[config.mk]
export PLATFORM = sky130hd
export DESIGN_NAME = ahp_host_port
export DESIGN_NICKNAME = d
export VERILOG_FILES = /design/src/verilog/ahp_pkg.sv /design/src/verilog/ahp_host_port.sv /design/src/verilog/ahp_strobe_gen.sv
export VERILOG_INCLUDE_DIRS = /design/src /design/src/verilog
export SDC_FILE = /design/constraint.sdc
export NUM_CORES = 1
export LEC_CHECK = 0
export BUFFER_PORTS_ARGS = -buffer_cell sky130_fd_sc_hd__buf_2
export CAP_MARGIN = 25
export CORE_UTILIZATION = 48
export DETAILED_ROUTE_END_ITERATION = 8
export PLACE_DENSITY_LB_ADDON = 0.2
export SLEW_MARGIN = 5
export SYNTH_ARGS = -nofsm -noshare
export SYNTH_HDL_FRONTEND = slang
export SYNTH_SLANG_ARGS = --single-unit
[constraint.sdc]
create_clock -name clock -period 1.91 [get_ports clock]
set_input_delay 0.382 -clock clock [delete_from_list [all_inputs] [get_ports clock]]
set_output_delay 0.382 -clock clock [all_outputs]
set_load 0.01 [all_outputs]
[src/verilog/ahp_cfg.svh]
/*
  Constants of the converter host port: register word layout, reset values,
  field positions and timing counts.
  Assumes inclusion by bare name; holds definitions only.
*/
`ifndef AHP_CFG_SVH
`define AHP_CFG_SVH

`define AHP_DATA_W        12
`define AHP_RES_W         10
// Word select: bits 11:10 of a written word pick the configuration word
`define AHP_SEL_HI        11
`define AHP_SEL_LO        10
`define AHP_SEL_WORD0     2'h0
`define AHP_SEL_WORD1     2'h1
// Idle pin levels {select low, select high, read, write}: nothing selected
`define AHP_PIN_IDLE      4'hb
// Word zero
`define AHP_W0_TEST_HI    9
`define AHP_W0_TEST_LO    8
`define AHP_W0_RESET      10'h020
// Word one
`define AHP_W1_RESET_BIT  0
`define AHP_W1_SYNC_BIT   1
`define AHP_W1_STRB_BIT   6
`define AHP_W1_FMT_BIT    7
`define AHP_W1_OFS_BIT    8
`define AHP_W1_RESET      10'h030
// Offset calibration settles this many cycles after start
`define AHP_CAL_CYCLES    4'h4
// Sign bit of a result word
`define AHP_RES_MSB       9

`endif

[src/verilog/ahp_pkg.sv]
/*
  Types of the converter host port.
  Assumes ahp_cfg.svh is on the include path.
*/
package ahp_pkg;
  typedef enum logic [1:0] {
    AHP_TEST_NORMAL,
    AHP_TEST_UPPER,
    AHP_TEST_MID,
    AHP_TEST_LOWER
  } ahp_test_t;

  typedef enum logic [1:0] {
    AHP_CAL_IDLE,
    AHP_CAL_ZERO,
    AHP_CAL_STORE
  } ahp_cal_t;
endpackage

[src/verilog/ahp_host_port.sv]
/*
  Parallel processor-side port of a four-input converter: strobe decode,
  configuration words zero and one, soft reset, sync clear, output format,
  test voltage select and offset calibration of result words.
  Assumes pins are asynchronous to clock; results arrive on the same clock.
*/
`timescale 1ns/1ps
`default_nettype none
`include "ahp_cfg.svh"
module ahp_host_port
  import ahp_pkg::*;
#(
  parameter int RES_W = `AHP_RES_W
) (
  input  wire logic                    clock,
  input  wire logic                    rst_n,
  input  wire logic                    chip_select_low_active_n,
  input  wire logic                    chip_select_high_active,
  input  wire logic                    rd_n,
  input  wire logic                    wr_n,
  input  wire logic [`AHP_DATA_W-1:0]  data_in,
  output logic      [`AHP_DATA_W-1:0]  data_out,
  output logic                         data_oe,
  input  wire logic [RES_W-1:0]        conv_raw,
  input  wire logic                    conv_valid,
  output logic                         conv_zero_input,
  output logic [1:0]                   check_voltage_sel,
  output logic                         sync_gen_clear,
  output logic                         device_reset,
  output logic                         output_code_format,
  output logic                         cal_busy,
  output logic [`AHP_RES_W-1:0]        word0_out
);
  // Only the documented result width is served
  if (RES_W != `AHP_RES_W) begin : g_res_w_check
    $error("RES_W must match the result width");
  end

  logic [3:0] pin_s1_reg;
  logic [3:0] pin_s2_reg;
  logic [`AHP_DATA_W-1:0] din_s1_reg;
  logic [`AHP_DATA_W-1:0] din_s2_reg;
  logic rd_int;
  logic wr_int;
  logic wr_int_d_reg;
  logic [`AHP_DATA_W-1:0] wdata_reg;
  logic [`AHP_RES_W-1:0] word0_reg;
  logic [`AHP_RES_W-1:0] word1_reg;
  logic [`AHP_RES_W-1:0] offset_reg;
  logic [`AHP_RES_W-1:0] result_reg;
  logic [3:0] cal_cnt_reg;
  ahp_cal_t cal_state_reg;
  logic wr_take;
  logic [1:0] wsel;

  // Two-stage synchronisers for all pins
  always_ff @(posedge clock or negedge rst_n) begin
    if (!rst_n) begin
      // Idle levels, so that no false strobe follows reset
      pin_s1_reg <= `AHP_PIN_IDLE;
      pin_s2_reg <= `AHP_PIN_IDLE;
      din_s1_reg <= 12'h000;
      din_s2_reg <= 12'h000;
    end else begin
      pin_s1_reg <= {chip_select_low_active_n, chip_select_high_active,
                     rd_n, wr_n};
      pin_s2_reg <= pin_s1_reg;
      din_s1_reg <= data_in;
      din_s2_reg <= din_s1_reg;
    end
  end

  ahp_strobe_gen u_strobe (
    .clock                    (clock),
    .rst_n                    (rst_n),
    .chip_select_low_active_n (pin_s2_reg[3]),
    .chip_select_high_active  (pin_s2_reg[2]),
    .rd_n                     (pin_s2_reg[1]),
    .wr_n                     (pin_s2_reg[0]),
    .combined_mode            (word1_reg[`AHP_W1_STRB_BIT]),
    .rd_int                   (rd_int),
    .wr_int                   (wr_int)
  );

  // Word is latched at the falling edge of the write strobe, when data is
  // guaranteed settled; this costs one cycle after the strobe ends.
  always_comb begin
    wr_take = wr_int_d_reg && !wr_int;
    wsel = wdata_reg[`AHP_SEL_HI:`AHP_SEL_LO];
  end

  always_ff @(posedge clock or negedge rst_n) begin
    if (!rst_n) begin
      wr_int_d_reg <= 1'b0;
    end else begin
      wr_int_d_reg <= wr_int;
    end
  end

  // Held data sampled while the strobe is up
  always_ff @(posedge clock or negedge rst_n) begin
    if (!rst_n) begin
      wdata_reg <= 12'h000;
    end else if (wr_int) begin
      wdata_reg <= din_s2_reg;
    end
  end

  always_ff @(posedge clock or negedge rst_n) begin
    if (!rst_n) begin
      word0_reg <= `AHP_W0_RESET;
      word1_reg <= `AHP_W1_RESET;
    end else if (wr_take) begin
      if (wsel == `AHP_SEL_WORD1) begin
        if (wdata_reg[`AHP_W1_RESET_BIT]) begin
          word0_reg <= `AHP_W0_RESET;
          word1_reg <= `AHP_W1_RESET | 10'h001;
        end else begin
          word1_reg <= wdata_reg[`AHP_RES_W-1:0];
        end
      end else if (wsel == `AHP_SEL_WORD0
                   && !word1_reg[`AHP_W1_RESET_BIT]) begin
        word0_reg <= wdata_reg[`AHP_RES_W-1:0];
      end
    end else if (word1_reg[`AHP_W1_SYNC_BIT]) begin
      word1_reg[`AHP_W1_SYNC_BIT] <= 1'b0;
    end else if (cal_state_reg == AHP_CAL_STORE) begin
      word1_reg[`AHP_W1_OFS_BIT] <= 1'b0;
    end
  end

  // Offset calibration: zero inputs, wait, store next conversion
  always_ff @(posedge clock or negedge rst_n) begin
    if (!rst_n) begin
      cal_state_reg <= AHP_CAL_IDLE;
      cal_cnt_reg <= 4'h0;
      offset_reg <= 10'h000;
    end else if (word1_reg[`AHP_W1_RESET_BIT]) begin
      cal_state_reg <= AHP_CAL_IDLE;
      offset_reg <= 10'h000;
    end else begin
      unique case (cal_state_reg)
        AHP_CAL_IDLE: begin
          cal_cnt_reg <= 4'h0;
          if (word1_reg[`AHP_W1_OFS_BIT]) begin
            cal_state_reg <= AHP_CAL_ZERO;
          end
        end
        AHP_CAL_ZERO: begin
          if (cal_cnt_reg != `AHP_CAL_CYCLES) begin
            cal_cnt_reg <= cal_cnt_reg + 4'h1;
          end else if (conv_valid) begin
            offset_reg <= conv_raw;
            cal_state_reg <= AHP_CAL_STORE;
          end
        end
        AHP_CAL_STORE: begin
          cal_state_reg <= AHP_CAL_IDLE;
        end
      endcase
    end
  end

  // Result: offset removed, then format; sign flip gives straight binary
  always_ff @(posedge clock or negedge rst_n) begin
    if (!rst_n) begin
      result_reg <= 10'h000;
    end else if (conv_valid && cal_state_reg == AHP_CAL_IDLE) begin
      result_reg <= (conv_raw - offset_reg) ^
                    {word1_reg[`AHP_W1_FMT_BIT], 9'h000};
    end
  end

  always_ff @(posedge clock or negedge rst_n) begin
    if (!rst_n) begin
      data_out <= 12'h000;
      data_oe <= 1'b0;
    end else begin
      data_oe <= rd_int;
      data_out <= {2'h0, result_reg};
    end
  end

  always_ff @(posedge clock or negedge rst_n) begin
    if (!rst_n) begin
      conv_zero_input <= 1'b0;
      check_voltage_sel <= 2'h0;
      sync_gen_clear <= 1'b0;
      device_reset <= 1'b0;
      output_code_format <= 1'b0;
      cal_busy <= 1'b0;
      word0_out <= `AHP_W0_RESET;
    end else begin
      conv_zero_input <= cal_state_reg == AHP_CAL_ZERO;
      check_voltage_sel <=
        word0_reg[`AHP_W0_TEST_HI:`AHP_W0_TEST_LO];
      sync_gen_clear <= word1_reg[`AHP_W1_SYNC_BIT];
      device_reset <= word1_reg[`AHP_W1_RESET_BIT];
      output_code_format <= word1_reg[`AHP_W1_FMT_BIT];
      cal_busy <= cal_state_reg != AHP_CAL_IDLE;
      word0_out <= word0_reg;
    end
  end
endmodule
`default_nettype wire

[src/verilog/ahp_strobe_gen.sv]
/*
  Internal read and write strobe generation from the chip selects and the
  read/write pins, in separate or combined direction mode.
  Assumes the pins are already synchronised to clock.
*/
`timescale 1ns/1ps
`default_nettype none
module ahp_strobe_gen (
  input  wire logic clock,
  input  wire logic rst_n,
  input  wire logic chip_select_low_active_n,
  input  wire logic chip_select_high_active,
  input  wire logic rd_n,
  input  wire logic wr_n,
  input  wire logic combined_mode,
  output var  logic rd_int,
  output var  logic wr_int
);
  logic sel;
  logic rd_req;
  logic wr_req;

  always_comb begin
    sel = !chip_select_low_active_n && chip_select_high_active;
    if (combined_mode) begin
      // Write pin is the direction line; read pin is ignored
      rd_req = sel && wr_n;
      wr_req = sel && !wr_n;
    end else begin
      rd_req = sel && !rd_n && wr_n;
      wr_req = sel && !wr_n && rd_n;
    end
  end

  // Strobes fall at the next clock edge after any term goes inactive
  always_ff @(posedge clock or negedge rst_n) begin
    if (!rst_n) begin
      rd_int <= 1'b0;
      wr_int <= 1'b0;
    end else begin
      rd_int <= rd_req;
      wr_int <= wr_req;
    end
  end
endmodule
`default_nettype wire

==> qor.yml <==
status: "completed"
clock_sinks: 114
critPathRequiredTime_ns: 2.29
antenna_found_initial: 0
io_pins: 59
hold_viol_final: 0
drive_gt1_frac: 0.325
yosys.area_share.adder: 0.0484
hp-class: "input port to register"
rows: 34
gp_congestion: 0.789
place_area_sq_um: 4800
slew_violations: 0
cp_max_fo: 3
synth_top_family_by_area: "simple AND/OR/NAND/NOR gates"
yosys-top-cells-count: "106 x dfrtp_1, 31 x nand2_1, 19 x inv_1, 19 x nor2_1, 18 x o21ai_0"
grt_pass1_vias: 2617
fin_crit_sh: 0.998
irDropWorstVdd_v: 0.000942
internal_power_w: 0.00607
avgSynthCellArea_sq_um: 13.0
drt-pass1-iter-count: 4
cts_root_buffer: "clkbuf_8"
cp_common_cell: "o21ai_0"
grtUsageMet1: 0.216
seq_power_share: 0.403
route.detailed.drc: 0
grt_busiest_layer: "met2"
dieArea_sq_um: 9330
synthTopCellsByArea: "dfrtp_1 62%, dfstp_2 4.9%, ha_1 4.4%"
yosysMostFrequentCell: "dfrtp_1"
first_iter_violations: 82
grt_use_met3: 0.0728
grt.total_usage: 0.185
cpPeakStageDelay_ns: 0.39
rsz0062_at_grt: "yes"
wl_um: 7560
p_clk_frac: 0.375
die_x_um: 96.6
clockBufferDepth: 2
fin_skew_ns: 0.00526
muxShareOfSynthArea: 0.0624
p_leak_nw: 2.75
p_comb_frac: 0.223
synth-compound-area-share: 0.0769
cp.arrival_ns: 2.29
crit_type: "register to register"
cts_tree: "built"
ys.flop_type: "dfrtp_1"
clk_latency_ns: 0.51
async_reset_ff_frac: 1.00
endpoint_kind: "register"
setup_viol: 0
cp_top_family: "compound AO/OA/AOI/OAI gates"
yosys_warnings: 0
overflow: 0
cts-htree-levels: 4
fin_crit_ns: 1.91
path_clk_slew_ns: 0.06
die_h_um: 96.6
grt_pass1_wl_um: 12300
yosysSeqAreaShare: 0.667
place.port_buffers: 56
worst_setup_path_start_kind: "register"
via_per_inst: 4.90
synth_xor_area_frac: 0.0184
layoutNonFillerInstCount: 554
path_cells: "ha_1 > inv_1 > fa_2 > a211oi_2 > o21ai_0 > a21oi_1 > xor2_1 > o21ai_0"
cap_viol_max_count: 0
hold_slack_ns: 0.140
synthSimpleGateAreaFrac: 0.0906
syn_area_sq_um: 4290
synth.ff_latch_count: 114
synth-edff-count: 0
finalInstanceArea_sq_um: 5630
ys_types: 47
dpl.hpwl_um: 4880
slowest_stage: "fa_2"
syn_inst: 331
netSwitchingFraction: 0.294
diodes: 0
synth_top_area_cell: "dfrtp_1"
grt_max_degree: 38
clock.fmax_ghz: 0.525
p_switching_w: 0.00253
nNetsFinal: 478
numCtsBuffers: 17
num_vias: 2713
path_buf_inv: 1
synth_top_area_frac: 0.618
use_met2: 0.302
nFillCells: 690
area_growth_pct: 31.2
p_per_area_nw_per_um2: 1530
core_area_sq_um: 8680
place_inst: 503
antenna_left: 0
initial_utilization: 0.495
avgRoutedWirePerCell_um: 13.6
worst paths after layout:
check / cells after the start / slack (ns) / endpoint / start
min in group asynchronous: 2 / 0.38 / word0_out[2]$_DFF_PN0_ / rst_n
worst min register to register: 0 / 0.35 / din_s2_reg[6]$_DFF_PN0_ / din_s1_reg[6]$_DFF_PN0_
max in group asynchronous: 3 / 0.84 / offset_reg[8]$_DFFE_PN0P_ / rst_n
worst min-delay path: 3 / 0.14 / offset_reg[7]$_DFFE_PN0P_ / conv_raw[7]
worst max register to register: 8 / 0.004 / result_reg[6]$_DFFE_PN0P_ / offset_reg[0]$_DFFE_PN0P_
worst max-delay path: 8 / 0.004 / result_reg[6]$_DFFE_PN0P_ / offset_reg[0]$_DFFE_PN0P_
power by group through the flow:
stage | registers, W | logic, W | clock network, W
3_5_place_dp | 0.00350 | 0.00184 | 0
3_3_place_gp | 0.00346 | 0.00179 | 0
4_1_cts | 0.00348 | 0.00191 | 0.00329
6_report | 0.00346 | 0.00191 | 0.00322
2_1_floorplan | 0.00354 | 0.00108 | 0
5_1_grt | 0.00358 | 0.00217 | 0.00340
layer usage:
layer | part of all wire | vias up
li1 | - | 1319
met4 | 0.011 | 0
met2 | 0.52 | 59
met5 | 0 | -
met1 | 0.43 | 1328
met3 | 0.039 | 7
kinds of logic after synthesis:
| logic type | after synthesis |
|---|---|
| fa+ha+maj | 16 |
| mux | 25 |
| flops | 114 |
| xor+xnor | 9 |
| other cells | 1 |
| simple gates | 79 |
| buf+inv | 32 |
| compound gates | 55 |
cell type report:
type,count,area [sq um],share of cell area
multi-input cells,186,1320,0.234
clock inverters,14,188,0.0333
repair buffers,95,631,0.112
flip-flops and latches,114,2860,0.508
clock buffers,18,428,0.0760
well taps,108,135,0.0240
inverters,19,71.3,0.0127
what timing repair did:
action,4_1_cts,5_1_grt
gates resized for setup,3,5
setup buffers,1,1
hold endpoints to repair,47,0
hold buffers,17,0
setup endpoints to repair,3,5
pin swaps,5,9
cells in the final DEF, fill, tap and decap left out, types with 2 or more instances in the layout:
master / n
xnor2_1: 4
dfrtp_1: 106
xor2_1: 5
a211oi_1: 2
dlygate4sd3_1: 17
mux2_2: 14
nand3b_1: 2
buf_2: 55
nand3_1: 2
conb_1: 2
a21o_1: 2
nor3_1: 4
nand2b_1: 5
o31ai_1: 3
buf_4: 22
o21ai_1: 9
clkbuf_16: 16
inv_1: 18
dfstp_2: 8
a21oi_1: 9
nor4b_1: 2
mux2i_1: 11
inv_6: 7
nand2_1: 31
o21ai_0: 17
nor2b_1: 3
nor2_1: 19
ha_1: 15
clkbuf_8: 2
nand4_1: 2
o21a_1: 3
clkinv_4: 2
bufinv_16: 3
stage by stage:
stage	TNS [ns]	utilization	power (W)	setup slack (ns)
floorplan	0	-	0.00462	0.00515
global placement	-0.424	0.553	0.00525	-0.194
detailed placement	-0.609	0.553	0.00534	-0.221
CTS	0	0.646	0.00867	0.00622
global route	-0.176	0.649	0.00915	-0.105
finish	0	0.649	0.00860	0.00374
tightest hold or removal path: stages:
cell and delay [ns]:
buf_2 0.09, mux2i_1 0.06, nor2_1 0.08
Note: power is estimated with default switching activity, not from simulation.
